[config.mk]
export PLATFORM = sky130hd
export DESIGN_NAME = rsl_logger
export DESIGN_NICKNAME = d
export VERILOG_FILES = /design/src/pkg/rsl_pkg.sv /design/src/rtl/rsl_logger.sv /design/src/rtl/rsl_fifo.sv
export SDC_FILE = /design/constraint.sdc
export NUM_CORES = 2
export LEC_CHECK = 0
export ABC_AREA = 0
export BUFFER_PORTS_ARGS = -buffer_cell sky130_fd_sc_hd__buf_2
export CAP_MARGIN = 40
export CORE_AREA = 2 2 327 329
export CTS_CLUSTER_SIZE = 16
export DETAILED_ROUTE_END_ITERATION = 10
export DIE_AREA = 0 0 329 331
export SLEW_MARGIN = 25
export SYNTH_ARGS = -nofsm -noshare
export SYNTH_HDL_FRONTEND = slang
export SYNTH_SLANG_ARGS = --single-unit
[constraint.sdc]
create_clock -name CLK_I -period 10.8 [get_ports CLK_I]
set_input_delay 1.62 -clock CLK_I [delete_from_list [all_inputs] [get_ports CLK_I]]
set_output_delay 1.62 -clock CLK_I [all_outputs]
set_load 0.03 [all_outputs]
[src/pkg/rsl_pkg.sv]
package rsl_pkg;
	// timing
	localparam int unsigned CLK_PERIOD_NS = 50;
	localparam int unsigned SECOND_NS     = 1000000000;
	localparam int unsigned SEC_CYCLES    = SECOND_NS / CLK_PERIOD_NS;

	// log storage, 16-bit words
	localparam int unsigned FLASH_BYTES = 2097152;
	localparam int unsigned FLASH_WORDS = FLASH_BYTES / 2;
	localparam int unsigned FLASH_AW    = 20;
	localparam int unsigned WORD_W      = 16;
	localparam int unsigned FIFO_DEPTH  = 16;
	localparam int unsigned NUM_BLOCKS  = 16;

	// limits and reset values
	localparam logic [6:0]  MAX_BLK_REGS = 7'h7d;
	localparam logic [15:0] INTERVAL_MIN = 16'h0001;
	localparam logic [15:0] INTERVAL_MAX = 16'hfd20;
	localparam logic [15:0] INTERVAL_RST = 16'h0001;
	localparam logic [31:0] SECONDS_RST  = 32'h0000_0000;

	// register offsets
	localparam logic [15:0] REG_CLK_HI   = 16'h4008;
	localparam logic [15:0] REG_CLK_LO   = 16'h4009;
	localparam logic [15:0] REG_MODE     = 16'h4030;
	localparam logic [15:0] REG_INTERVAL = 16'h4031;
	localparam logic [15:0] REG_STATUS   = 16'h4032;
	localparam logic [15:0] REG_ERASE    = 16'h4033;
	localparam logic [15:0] REG_PTR_HI   = 16'h4034;
	localparam logic [15:0] REG_PTR_LO   = 16'h4035;
	localparam logic [15:0] REG_BLK_BASE = 16'h4040;
	localparam logic [15:0] REG_BLK_SPAN = 16'h0020;

	// status bit positions
	localparam int unsigned STAT_LOGGING = 0;
	localparam int unsigned STAT_STORED  = 1;
	localparam int unsigned STAT_FULL    = 2;
	localparam int unsigned STAT_WRAPPED = 3;

	typedef enum logic [1:0] {
		MODE_DISABLED   = 2'b00,
		MODE_CONTINUOUS = 2'b01,
		MODE_UNTIL_FULL = 2'b10
	} rsl_mode_t;

	typedef enum logic [2:0] {
		SAMP_IDLE  = 3'b000,
		SAMP_TS_HI = 3'b001,
		SAMP_TS_LO = 3'b010,
		SAMP_BLK   = 3'b011,
		SAMP_WAIT  = 3'b100,
		SAMP_PUSH  = 3'b101
	} rsl_samp_t;

	typedef struct packed {
		logic        wr;
		logic        rd;
		logic [15:0] addr;
		logic [15:0] wdata;
	} rsl_reg_req_t;

	typedef struct packed {
		logic        ack;
		logic        err;
		logic [15:0] rdata;
	} rsl_reg_rsp_t;

	typedef struct packed {
		logic                wr;
		logic                erase;
		logic [FLASH_AW-1:0] addr;
		logic [WORD_W-1:0]   data;
	} rsl_flash_t;

	typedef struct packed {
		logic        req;
		logic [15:0] addr;
	} rsl_meter_req_t;
endpackage

[src/rtl/rsl_logger.sv]
`timescale 1ns/1ps
module rsl_logger
#(
	parameter int unsigned SEC_CYCLES  = rsl_pkg::SEC_CYCLES,
	parameter int unsigned FLASH_WORDS = rsl_pkg::FLASH_WORDS
)
(
	// clock and reset
	input  wire logic                         CLK_I,
	input  wire logic                         RST_N_I,
	// register access
	input  wire rsl_pkg::rsl_reg_req_t        REG_REQ_I,
	output rsl_pkg::rsl_reg_rsp_t             REG_RSP_O,
	// meter register reads
	output rsl_pkg::rsl_meter_req_t           METER_O,
	input  wire logic                         METER_ACK_I,
	input  wire logic [15:0]                  METER_DATA_I,
	// flash writes
	output rsl_pkg::rsl_flash_t               FLASH_O,
	input  wire logic                         FLASH_ACK_I
);
	localparam int unsigned NB = rsl_pkg::NUM_BLOCKS;
	localparam int unsigned AW = rsl_pkg::FLASH_AW;
	localparam logic [24:0] PRESC_LAST = 25'(SEC_CYCLES - 1);
	localparam logic [AW-1:0] PTR_LAST = AW'(FLASH_WORDS - 1);
	localparam logic [3:0] BLK_LAST = 4'(NB - 1);

	typedef struct packed {
		rsl_pkg::rsl_mode_t     mode;
		logic [15:0]            interval;
		logic [NB-1:0][15:0]    blk_start;
		logic [NB-1:0][6:0]     blk_cnt;
		logic [31:0]            seconds;
		logic [15:0]            clk_hi_pend;
		logic [15:0]            rd_lo_shadow;
		logic [24:0]            presc;
		logic [15:0]            ivl_cnt;
		logic                   trig_pend;
		logic                   stored;
		logic                   full;
		logic                   wrapped;
		logic [AW-1:0]          ptr;
		rsl_pkg::rsl_samp_t     samp;
		logic [31:0]            ts;
		logic [3:0]             blk;
		logic [6:0]             idx;
		logic [15:0]            word;
		rsl_pkg::rsl_meter_req_t mtr;
		rsl_pkg::rsl_flash_t    fl;
		rsl_pkg::rsl_reg_rsp_t  rsp;
	} rsl_core_st_t;

	localparam rsl_core_st_t ST_RST = '{
		mode:         rsl_pkg::MODE_DISABLED,
		interval:     rsl_pkg::INTERVAL_RST,
		seconds:      rsl_pkg::SECONDS_RST,
		samp:         rsl_pkg::SAMP_IDLE,
		default:      '0
	};

	rsl_core_st_t s_ff;
	rsl_core_st_t nxt_s;

	logic        fifo_in_valid;
	logic [15:0] fifo_in_data;
	logic        fifo_in_ready;
	logic        fifo_out_valid;
	logic [15:0] fifo_out_data;
	logic        fifo_out_ready;

	logic        sec_tick;
	logic        ivl_hit;
	logic        cfg_unlocked;
	logic        erase_ok;
	logic [5:0]  bh;
	logic [15:0] mode_max;

	// decodes a block register: {hit, block index, count select}
	function automatic logic [5:0] blk_decode(input logic [15:0] addr);
		logic [15:0] off;
		off = 16'(addr - rsl_pkg::REG_BLK_BASE);
		if ((addr >= rsl_pkg::REG_BLK_BASE) && (off < rsl_pkg::REG_BLK_SPAN))
		begin
			blk_decode = {1'b1, off[4:1], off[0]};
		end
		else
		begin
			blk_decode = '0;
		end
	endfunction

	rsl_fifo #(
		.WIDTH (rsl_pkg::WORD_W),
		.DEPTH (rsl_pkg::FIFO_DEPTH)
	) u_fifo (
		.clk_i       (CLK_I),
		.rst_n_i     (RST_N_I),
		.in_valid_i  (fifo_in_valid),
		.in_data_i   (fifo_in_data),
		.in_ready_o  (fifo_in_ready),
		.out_valid_o (fifo_out_valid),
		.out_data_o  (fifo_out_data),
		.out_ready_i (fifo_out_ready)
	);

	// the flash stage holds one word until the flash acknowledges it
	assign fifo_out_ready = !s_ff.fl.wr;

	always_comb
	begin
		fifo_in_valid = 1'b0;
		fifo_in_data = s_ff.word;
		case (s_ff.samp)
			rsl_pkg::SAMP_TS_HI:
			begin
				fifo_in_valid = 1'b1;
				fifo_in_data = s_ff.ts[31:16];
			end
			rsl_pkg::SAMP_TS_LO:
			begin
				fifo_in_valid = 1'b1;
				fifo_in_data = s_ff.ts[15:0];
			end
			rsl_pkg::SAMP_PUSH:
			begin
				fifo_in_valid = 1'b1;
			end
			default:
			begin
				fifo_in_valid = 1'b0;
			end
		endcase
	end

	always_comb
	begin
		nxt_s = s_ff;
		nxt_s.rsp.ack = 1'b0;
		nxt_s.rsp.err = 1'b0;
		nxt_s.fl.erase = 1'b0;
		mode_max = {14'h0000, rsl_pkg::MODE_UNTIL_FULL};
		// lock on mode and stored log
		cfg_unlocked = (s_ff.mode == rsl_pkg::MODE_DISABLED) && !s_ff.stored;
		erase_ok = (s_ff.mode == rsl_pkg::MODE_DISABLED) && (s_ff.samp == rsl_pkg::SAMP_IDLE)
			&& !fifo_out_valid && !s_ff.fl.wr;
		bh = blk_decode(REG_REQ_I.addr);

		sec_tick = (s_ff.presc == PRESC_LAST);
		// a tick that starts a new interval this very cycle
		ivl_hit = sec_tick && (s_ff.mode != rsl_pkg::MODE_DISABLED) && (16'(s_ff.ivl_cnt + 1'b1) >= s_ff.interval);
		if (sec_tick)
		begin
			nxt_s.presc = '0;
			nxt_s.seconds = 32'(s_ff.seconds + 1'b1);
		end
		else
		begin
			nxt_s.presc = 25'(s_ff.presc + 1'b1);
		end

		// interval counted in whole clock seconds
		if (sec_tick && (s_ff.mode != rsl_pkg::MODE_DISABLED))
		begin
			if (16'(s_ff.ivl_cnt + 1'b1) >= s_ff.interval)
			begin
				nxt_s.ivl_cnt = '0;
				nxt_s.trig_pend = 1'b1;
			end
			else
			begin
				nxt_s.ivl_cnt = 16'(s_ff.ivl_cnt + 1'b1);
			end
		end

		// entry sampler
		case (s_ff.samp)
			rsl_pkg::SAMP_IDLE:
			begin
				if (s_ff.trig_pend && (s_ff.mode != rsl_pkg::MODE_DISABLED) && !s_ff.full)
				begin
					// consume the trigger, keep only one raised in this same cycle
					nxt_s.trig_pend = ivl_hit;
					nxt_s.ts = s_ff.seconds;
					nxt_s.blk = '0;
					nxt_s.samp = rsl_pkg::SAMP_TS_HI;
				end
			end
			rsl_pkg::SAMP_TS_HI:
			begin
				if (fifo_in_ready)
				begin
					nxt_s.samp = rsl_pkg::SAMP_TS_LO;
				end
			end
			rsl_pkg::SAMP_TS_LO:
			begin
				if (fifo_in_ready)
				begin
					nxt_s.samp = rsl_pkg::SAMP_BLK;
				end
			end
			// walk all sixteen blocks in order
			rsl_pkg::SAMP_BLK:
			begin
				if (s_ff.blk_cnt[s_ff.blk] == '0)
				begin
					nxt_s.blk = 4'(s_ff.blk + 1'b1);
					if (s_ff.blk == BLK_LAST)
					begin
						nxt_s.samp = rsl_pkg::SAMP_IDLE;
					end
				end
				else
				begin
					nxt_s.idx = '0;
					nxt_s.mtr.req = 1'b1;
					nxt_s.mtr.addr = s_ff.blk_start[s_ff.blk];
					nxt_s.samp = rsl_pkg::SAMP_WAIT;
				end
			end
			rsl_pkg::SAMP_WAIT:
			begin
				if (METER_ACK_I)
				begin
					nxt_s.mtr.req = 1'b0;
					nxt_s.word = METER_DATA_I;
					nxt_s.samp = rsl_pkg::SAMP_PUSH;
				end
			end
			rsl_pkg::SAMP_PUSH:
			begin
				if (fifo_in_ready)
				begin
					if (7'(s_ff.idx + 1'b1) == s_ff.blk_cnt[s_ff.blk])
					begin
						nxt_s.blk = 4'(s_ff.blk + 1'b1);
						nxt_s.samp = (s_ff.blk == BLK_LAST) ? rsl_pkg::SAMP_IDLE : rsl_pkg::SAMP_BLK;
					end
					else
					begin
						nxt_s.idx = 7'(s_ff.idx + 1'b1);
						nxt_s.mtr.req = 1'b1;
						nxt_s.mtr.addr = 16'(s_ff.blk_start[s_ff.blk] + {9'h000, s_ff.idx} + 16'h0001);
						nxt_s.samp = rsl_pkg::SAMP_WAIT;
					end
				end
			end
			default:
			begin
				nxt_s.samp = rsl_pkg::SAMP_IDLE;
			end
		endcase
		// a trigger that lands while full is dropped, not queued
		if ((s_ff.samp == rsl_pkg::SAMP_IDLE) && s_ff.full)
		begin
			nxt_s.trig_pend = 1'b0;
		end

		// flash stage
		if (!s_ff.fl.wr && fifo_out_valid && !s_ff.full)
		begin
			nxt_s.fl.wr = 1'b1;
			nxt_s.fl.addr = s_ff.ptr;
			nxt_s.fl.data = fifo_out_data;
		end
		if (s_ff.fl.wr && FLASH_ACK_I)
		begin
			nxt_s.fl.wr = 1'b0;
			nxt_s.stored = 1'b1;
			if (s_ff.ptr != PTR_LAST)
			begin
				nxt_s.ptr = AW'(s_ff.ptr + 1'b1);
			end
			else if (s_ff.mode == rsl_pkg::MODE_UNTIL_FULL)
			begin
				// stop and fall back to disabled
				nxt_s.full = 1'b1;
				nxt_s.mode = rsl_pkg::MODE_DISABLED;
			end
			else
			begin
				nxt_s.ptr = '0;
				nxt_s.wrapped = 1'b1;
			end
		end

		// register writes
		if (REG_REQ_I.wr)
		begin
			nxt_s.rsp.ack = 1'b1;
			if (REG_REQ_I.addr == rsl_pkg::REG_CLK_HI)
			begin
				// upper half waits for the lower half
				nxt_s.clk_hi_pend = REG_REQ_I.wdata;
			end
			else if (REG_REQ_I.addr == rsl_pkg::REG_CLK_LO)
			begin
				// both halves land as one value
				nxt_s.seconds = {s_ff.clk_hi_pend, REG_REQ_I.wdata};
				nxt_s.presc = '0;
			end
			else if (REG_REQ_I.addr == rsl_pkg::REG_MODE)
			begin
				if (REG_REQ_I.wdata > mode_max)
				begin
					nxt_s.rsp.ack = 1'b0;
					nxt_s.rsp.err = 1'b1;
				end
				else
				begin
					nxt_s.mode = rsl_pkg::rsl_mode_t'(REG_REQ_I.wdata[1:0]);
					if ((s_ff.mode == rsl_pkg::MODE_DISABLED) && (REG_REQ_I.wdata[1:0] != 2'b00))
					begin
						nxt_s.trig_pend = 1'b1;
						nxt_s.ivl_cnt = '0;
					end
					// next-state full, so a fill landing in this cycle is not lost
					if (nxt_s.full && (REG_REQ_I.wdata[1:0] == rsl_pkg::MODE_CONTINUOUS))
					begin
						nxt_s.full = 1'b0;
						nxt_s.ptr = '0;
						nxt_s.wrapped = 1'b1;
					end
					else if (nxt_s.full && (REG_REQ_I.wdata[1:0] == rsl_pkg::MODE_UNTIL_FULL))
					begin
						nxt_s.mode = rsl_pkg::MODE_DISABLED;
					end
				end
			end
			else if (REG_REQ_I.addr == rsl_pkg::REG_INTERVAL)
			begin
				if ((s_ff.mode == rsl_pkg::MODE_DISABLED) && (REG_REQ_I.wdata >= rsl_pkg::INTERVAL_MIN)
					&& (REG_REQ_I.wdata <= rsl_pkg::INTERVAL_MAX))
				begin
					nxt_s.interval = REG_REQ_I.wdata;
					nxt_s.ivl_cnt = '0;
				end
				else
				begin
					nxt_s.rsp.ack = 1'b0;
					nxt_s.rsp.err = 1'b1;
				end
			end
			else if (REG_REQ_I.addr == rsl_pkg::REG_ERASE)
			begin
				// pointer back to the first word
				if (erase_ok)
				begin
					nxt_s.ptr = '0;
					nxt_s.stored = 1'b0;
					nxt_s.full = 1'b0;
					nxt_s.wrapped = 1'b0;
					nxt_s.fl.erase = 1'b1;
				end
				else
				begin
					nxt_s.rsp.ack = 1'b0;
					nxt_s.rsp.err = 1'b1;
				end
			end
			else if (bh[5])
			begin
				if (!cfg_unlocked || (bh[0] && (REG_REQ_I.wdata > {9'h000, rsl_pkg::MAX_BLK_REGS})))
				begin
					nxt_s.rsp.ack = 1'b0;
					nxt_s.rsp.err = 1'b1;
				end
				else if (bh[0])
				begin
					nxt_s.blk_cnt[bh[4:1]] = REG_REQ_I.wdata[6:0];
				end
				else
				begin
					nxt_s.blk_start[bh[4:1]] = REG_REQ_I.wdata;
				end
			end
			else
			begin
				nxt_s.rsp.ack = 1'b0;
				nxt_s.rsp.err = 1'b1;
			end
		end
		// register reads
		else if (REG_REQ_I.rd)
		begin
			nxt_s.rsp.ack = 1'b1;
			nxt_s.rsp.rdata = '0;
			if (REG_REQ_I.addr == rsl_pkg::REG_CLK_HI)
			begin
				// lower half frozen so a pair of reads agrees
				nxt_s.rsp.rdata = s_ff.seconds[31:16];
				nxt_s.rd_lo_shadow = s_ff.seconds[15:0];
			end
			else if (REG_REQ_I.addr == rsl_pkg::REG_CLK_LO)
			begin
				nxt_s.rsp.rdata = s_ff.rd_lo_shadow;
			end
			else if (REG_REQ_I.addr == rsl_pkg::REG_MODE)
			begin
				nxt_s.rsp.rdata = {14'h0000, s_ff.mode};
			end
			else if (REG_REQ_I.addr == rsl_pkg::REG_INTERVAL)
			begin
				nxt_s.rsp.rdata = s_ff.interval;
			end
			else if (REG_REQ_I.addr == rsl_pkg::REG_STATUS)
			begin
				nxt_s.rsp.rdata[rsl_pkg::STAT_LOGGING] = (s_ff.mode != rsl_pkg::MODE_DISABLED);
				nxt_s.rsp.rdata[rsl_pkg::STAT_STORED] = s_ff.stored;
				nxt_s.rsp.rdata[rsl_pkg::STAT_FULL] = s_ff.full;
				nxt_s.rsp.rdata[rsl_pkg::STAT_WRAPPED] = s_ff.wrapped;
			end
			else if (REG_REQ_I.addr == rsl_pkg::REG_ERASE)
			begin
				nxt_s.rsp.rdata = '0;
			end
			else if (REG_REQ_I.addr == rsl_pkg::REG_PTR_HI)
			begin
				nxt_s.rsp.rdata = {12'h000, s_ff.ptr[19:16]};
			end
			else if (REG_REQ_I.addr == rsl_pkg::REG_PTR_LO)
			begin
				nxt_s.rsp.rdata = s_ff.ptr[15:0];
			end
			else if (bh[5])
			begin
				nxt_s.rsp.rdata = bh[0] ? {9'h000, s_ff.blk_cnt[bh[4:1]]} : s_ff.blk_start[bh[4:1]];
			end
			else
			begin
				nxt_s.rsp.ack = 1'b0;
				nxt_s.rsp.err = 1'b1;
			end
		end
	end

	always_ff @(posedge CLK_I or negedge RST_N_I)
	begin
		if (!RST_N_I)
		begin
			s_ff <= ST_RST;
		end
		else
		begin
			s_ff <= nxt_s;
		end
	end

	assign REG_RSP_O = s_ff.rsp;
	assign METER_O   = s_ff.mtr;
	assign FLASH_O   = s_ff.fl;
endmodule

[src/rtl/rsl_fifo.sv]
`timescale 1ns/1ps
module rsl_fifo
#(
	parameter int unsigned WIDTH = rsl_pkg::WORD_W,
	parameter int unsigned DEPTH = rsl_pkg::FIFO_DEPTH
)
(
	// clock and reset
	input  wire logic             clk_i,
	input  wire logic             rst_n_i,
	// filling side
	input  wire logic             in_valid_i,
	input  wire logic [WIDTH-1:0] in_data_i,
	output logic                  in_ready_o,
	// draining side
	output logic                  out_valid_o,
	output logic      [WIDTH-1:0] out_data_o,
	input  wire logic             out_ready_i
);
	localparam int unsigned AW = $clog2(DEPTH);
	localparam logic [AW:0] FULL_CNT = (AW+1)'(DEPTH);

	typedef struct packed {
		logic [DEPTH-1:0][WIDTH-1:0] mem;
		logic [AW-1:0]               wr;
		logic [AW-1:0]               rd;
		logic [AW:0]                 cnt;
		logic                        out_valid;
		logic [WIDTH-1:0]            out_data;
	} rsl_fifo_st_t;

	rsl_fifo_st_t s_ff;
	rsl_fifo_st_t nxt_s;
	logic         push;
	logic         pop;

	// depth must be a power of two so the pointers wrap by themselves
	always_comb
	begin
		nxt_s = s_ff;
		push = in_valid_i && (s_ff.cnt < FULL_CNT);
		pop = (s_ff.cnt != '0) && (!s_ff.out_valid || out_ready_i);
		if (out_ready_i)
		begin
			nxt_s.out_valid = 1'b0;
		end
		if (pop)
		begin
			nxt_s.out_data = s_ff.mem[s_ff.rd];
			nxt_s.out_valid = 1'b1;
			nxt_s.rd = AW'(s_ff.rd + 1'b1);
		end
		if (push)
		begin
			nxt_s.mem[s_ff.wr] = in_data_i;
			nxt_s.wr = AW'(s_ff.wr + 1'b1);
		end
		nxt_s.cnt = (AW+1)'(s_ff.cnt + {{AW{1'b0}}, push} - {{AW{1'b0}}, pop});
	end

	always_ff @(posedge clk_i or negedge rst_n_i)
	begin
		if (!rst_n_i)
		begin
			s_ff <= '0;
		end
		else
		begin
			s_ff <= nxt_s;
		end
	end

	assign in_ready_o  = (s_ff.cnt < FULL_CNT);
	assign out_valid_o = s_ff.out_valid;
	assign out_data_o  = s_ff.out_data;
endmodule

After elaboration in Yosys (flattened, before gate mapping). Cells that the tools add are included. Widths: inputs -> output; s select.

Register bits after elaboration: 936. Input bits: 54. Output and inout port bits: 73. Word-level logic and storage cells: 336.

$add $sub $neg: 13. Magnitude comparators: 14. Eq/ne operators: 31. Mux-type cells: 138. Bitwise logic cells: 8. Reduce and logical (&&, ||, !) cells: 53.

Operators by type and width (count): $mux 368 (4); $bwmux 256 (2); $mux 434 (1); $mux 418 (1); $mux 386 (1); $mux 384 (1); $mux 16 (21); $mux 256 (1); $bmux 16 s4 (3); $mux 65 (2); $demux 16 s4 (2); $eq 16x15->1 const B (8); $mux 17 (7); $bwmux 112 (1); $mux 112 (1); $mux 23 (4); $mux 22 (3); $mux 32 (2); $pmux 16 s2 (2); $bmux 7 s4 (2); $mux 2 (28); $mux 25 (2); $mux 40 (1); $mux 39 (1); 64 further kinds (156).

Depth between registers and ports, before layout.
Depth in word-level cells: 18. Gate-level depth with buffers: 20. Gate-level depth less buffers: 15.

By module. From an unflattened synthesis, not the netlist that was laid out.

Cell total of the unflattened synthesis: 4040. Area, all modules: 48888.1 µm².

By module, submodules not included: rsl_logger (times used 1, cells an instance 3181, area an instance 35736.8 µm², seq. area each 16266.9 µm²); rsl_fifo (times used 1, cells an instance 859, area an instance 13151.4 µm², seq. area each 7156.9 µm²).

Worst setup path after synthesis. No wires, ideal clock.

Path type: flip-flop to flip-flop. From: register s_ff[96] in the netlist's numbering. To: register s_ff, in the netlist METER_O[13]. Setup time: 0.122 ns. Arrival time: 4.047 ns. Data required time: 10.678 ns. Path slack: 6.631 ns. Cell stages (with the launch flop): 20. Buffers on the path: 7. Clock period less this slack: 4.169 ns. Cells stage by stage: dfrtp_1 -> buf_6 -> buf_8 -> buf_6 -> buf_6 -> buf_6 -> buf_6 -> buf_4 -> mux4_2 -> mux4_2 -> ha_1 -> nor2b_1 -> o21ai_0 -> a21oi_1 -> o21ai_0 -> a21oi_1 -> and2_1 -> nor2b_1 -> xnor2_1 -> a21oi_2.

Cells in the longest elaborated chain, start to end: 7. Elaborated cells between the ends (all ways): 15. Those cells by class: add/sub: 2; eq/ne: 3; mux: 8; reduce/logical: 2.

Ends and longest elaborated chain: start: declaration (RTL line rsl_logger.sv:61) `rsl_core_st_t s_ff;`; start signal: assignment (RTL line rsl_logger.sv:445) `s_ff <= nxt_s;`; $bmux 16 s4 (RTL line rsl_logger.sv:217, rsl_logger.sv:243); $mux 16 (implied by the code) (RTL line rsl_logger.sv:217, rsl_logger.sv:243); $add 16x7->16 (RTL line rsl_logger.sv:243) `nxt_s.mtr.addr = 16'(s_ff.blk_start[s_ff.blk] + {9'h000, s_ff.idx} + 16'h0001);`; $add 16x1->16 (RTL line rsl_logger.sv:243); $mux 17 (RTL line rsl_logger.sv:234) `if (7'(s_ff.idx + 1'b1) == s_ff.blk_cnt[s_ff.blk])`; $mux 17 (RTL line rsl_logger.sv:232) `if (fifo_in_ready)`; $pmux 16 s2 (RTL line rsl_logger.sv:176) `case (s_ff.samp)`.

Several ways; a longest one is shown, not always the timed one. The select of a mux whose other input is x is not followed. A chain may end at the register's enable or synchronous reset.

Worst setup path in the final report.
From: input port REG_REQ_I[17] in the netlist's numbering. To: register s_ff[372] in the netlist's numbering.

Cells in the longest elaborated chain, start to end: 9. Elaborated cells between the ends (all ways): 25. Those cells by class: add/sub: 1; order compare: 4; eq/ne: 5; mux: 4; bitwise: 6; reduce/logical: 5.

Ends and longest elaborated chain: start: declaration (RTL line rsl_logger.sv:12) `input wire rsl_pkg::rsl_reg_req_t REG_REQ_I,`; $sub 16x15->16 (RTL line rsl_logger.sv:81) `off = 16'(addr - rsl_pkg::REG_BLK_BASE);`; $lt 16x6->1 (RTL line rsl_logger.sv:82) `if ((addr >= rsl_pkg::REG_BLK_BASE) && (off < rsl_pkg::REG_BLK_SPAN))`; $logic_and 1x1->1 (RTL line rsl_logger.sv:82); $mux 6 (RTL line rsl_logger.sv:82); $lt 4x5->1 (implied by the code) / $ge 4x1->1 (equally long branches) (RTL line rsl_logger.sv:370) `nxt_s.blk_cnt[bh[4:1]] = REG_REQ_I.wdata[6:0];`; $logic_and 1x1->1 (implied by the code) (RTL line rsl_logger.sv:370); $mux 7 (implied by the code) (RTL line rsl_logger.sv:370); $demux 7 s4 (RTL line rsl_logger.sv:370); $bwmux 112 (RTL line rsl_logger.sv:370).

Several ways; a longest one is shown, not always the timed one.

==> out/results.ini <==
[placement]
dpl-instance-area_um2 = 48800
hpwl_um = 94300
gp_congestion = 0.916
pre_cts_ws_ns = 5.24
numPortBuffers = 126

[synth]
yosysWarnings = 0
synthArstFlopShare = 1.00
syn_inst = 4103
synth.distinct_cells = 93
ys_dominant_reg_cell = dfrtp_1
synth_compound_area_frac = 0.105
syn_avg_cell_area_um2 = 11.4
synth.area.mux_share = 0.222
syn-num-nets = 4199
synthXorXnorAreaFrac = 0.0190
synth.area.top_cells = dfrtp_1, mux2_2, mux4_2
synth_top_family_by_area = multiplexers
yosys.cell_count.top_type = dfrtp_1
syn_area_um2 = 47000
ys_top_cells_by_count = dfrtp_1, mux2_2, nand2_1
synth_fa_ha_area_frac = 0.0115
synth_top_area_cell = dfrtp_1
synth_top_area_frac = 0.498
synth_edf_count = 0
ys_seq_area_frac = 0.499
synth-seq-cells = 936
synthSimpleGateAreaFrac = 0.0996

[floorplanning]
ioPinCount = 127
die-height_um = 331
die_area_um2 = 109000
die_width_um = 329
core_area_um2 = 105000
initial_utilization = 0.447
num_rows = 119

[critical_path]
path_buf_inv = 2
start_kind = primary input
cp_slowest_cell = nor2_2
required_ns = 11.35
crit_fanout = 32
crit_type = primary input to flip-flop
cp_cell_sequence = buf_2 > buf_4 > nor2_1 > nand3_1 > or2_1 > nand4_2 > nor2_4 > and3_1 > nand2_1 > nor2_2 > mux2_2
cp_slowest_stage_delay_ns = 0.55
critPathCaptureType = flip-flop
crit_arrival_ns = 5.30
critPathTopFamily = simple AND/OR/NAND/NOR gates

[sta]
fin_worst_skew_ns = 0.0396
finalSetupTns_ns = 0
period_needed_ns = 4.74
hold_ws_ns = 0.469
setup_violations = 0
grt_setup_unrepaired = false
worst_pin_slew_ns = 1.02
fin_ws_ns = 6.06
slew_violations = 0
clock.fmax_mhz = 211
hold_violations = 0
final.period_utilization = 0.439
slew_headroom = 0.320

[power]
leakage_nw = 23.4
power_density_nw_per_um2 = 207
ir_drop_mv = 0.207

[clocking]
cts_htree_levels = 3
clock_latency_ns = 0.71
clockBufferDepth = 3
numCtsBuffers = 103
clock-sinks = 936
post_cts_resized = 0
cts_tree = yes
cts-root-buf = clkbuf_16
post_cts_buffers = 0
clkTransAtPathRegs_ns = 0.06
cts_hold_buf = 0

[global_route]
overflow = 0
grt_antenna_before_repair = 6
grt_max_degree = 166
grt_pass1_wl_um = 216000
grt_usage = 0.262
grt_pass1_vias = 32900

[detailed_routing]
drt-total-wl_um = 142000
viasPerCell = 6.04
drtIter0Drc = 3563
detail_route.first_pass.iterations = 5
vias = 33500
drc = 0
drt.antenna.violating_nets = 0
wl_per_cell_um = 25.6

[layout]
multi_input_area_um2 = 21700
final_nets = 4158
fill_cells = 9342
design_area_um2 = 52400
area_delta_synth_final_pct = 11.6
seqCellArea_um2 = 23400
drive_gt1_frac = 0.283

[outcome]
run_status = finished clean

[worst_hold_path]
min-delay-path-class = flip-flop to flip-flop

[run]
maxCapViolCount = 0

==> worst min-delay path, stage by stage, from the launching register on <==
cell and delay [ns]:
dfrtp_1 0.34, nand2_1 0.05, nand2_1 0.05
==> state kept, by name, summed over array words and instances (netlist names) <==
name,cells
FLASH_O,38
s_ff,577
REG_RSP_O,18
u_fifo.out_data_o,16
u_fifo.out_valid_o,1
METER_O,17
u_fifo.s_ff,269
==> logic make-up after synthesis <==
logic type | count (synthesis)
AO/OA/AOI/OAI | 831
XOR/XNOR | 101
adder cells (fa/ha/maj) | 42
buffers and inverters | 437
flip-flops | 936
multiplexers | 748
AND/OR/NAND/NOR | 1008
==> metal layers <==
metal	wire length, um	track usage
met5	23	0
met4	6030	0.108
met3	10600	0.0470
met2	64100	0.398
met1	61100	0.370
==> layout make-up <==
| type | instances | area share |
|---|---|---|
| multi-input combinational | 2730 | 0.413 |
| antenna | 4 | 0.000191 |
| inverter | 49 | 0.00351 |
| clock inverter | 37 | 0.00809 |
| sequential | 936 | 0.447 |
| clock buffer | 151 | 0.0569 |
| timing repair buffer | 242 | 0.0376 |
| tap | 1391 | 0.0332 |
==> power by group <==
| group | switching, W | internal (W) | total (W) | leakage (nW) |
|---|---|---|---|---|
| Combinational | 0.00168 | 0.00115 | 0.00283 | 9.47 |
| Clock | 0.00151 | 0.00204 | 0.00355 | 1.68 |
| Sequential | 0.000430 | 0.00406 | 0.00449 | 12.3 |
| Total | 0.00362 | 0.00725 | 0.0109 | 23.4 |
==> layout by cell type (no fill, tap or decap), types with 22 or more instances in the layout <==
cell	count
dfrtp_1	929
and3_1	36
nor2_1	173
a21oi_1	101
o21ai_0	398
nand4_1	31
ha_1	40
mux2i_1	52
xor2_1	57
xnor2_1	43
o22ai_1	151
nor3_1	39
nand2b_1	25
nand3_1	88
clkbuf_16	104
inv_1	47
buf_2	129
mux4_2	183
clkbuf_1	27
mux2_2	506
nand2_1	476
buf_4	69
clkinv_2	22
==> final timing paths <==
check	cells after the start	start	slack, ns	endpoint
worst max register to register	13	s_ff[96]$_DFFE_PN0P_	6.31	METER_O[13]$_DFFE_PN0P_
min in group asynchronous	1	RST_N_I	0.93	FLASH_O[33]$_DFFE_PN0P_
worst min register to register	2	u_fifo.out_data_o[6]$_DFFE_PN0P_	0.47	u_fifo.out_data_o[6]$_DFFE_PN0P_
max in group asynchronous	3	RST_N_I	7.74	s_ff[593]$_DFFE_PN0P_
worst min-delay path	2	u_fifo.out_data_o[6]$_DFFE_PN0P_	0.47	u_fifo.out_data_o[6]$_DFFE_PN0P_
worst max-delay path	11	REG_REQ_I[17]	6.06	s_ff[372]$_DFFE_PN0P_
==> stage by stage <==
step	instances	util	total power, W
after floorplan	4103	-	0.00647
after global placement	5294	0.459	0.00719
after detailed placement	5336	0.465	0.00738
after CTS	5524	0.497	0.0109
after global routing	5537	0.499	0.0114
final	5540	0.499	0.0109
Note: power is estimated with default switching activity, not from simulation.
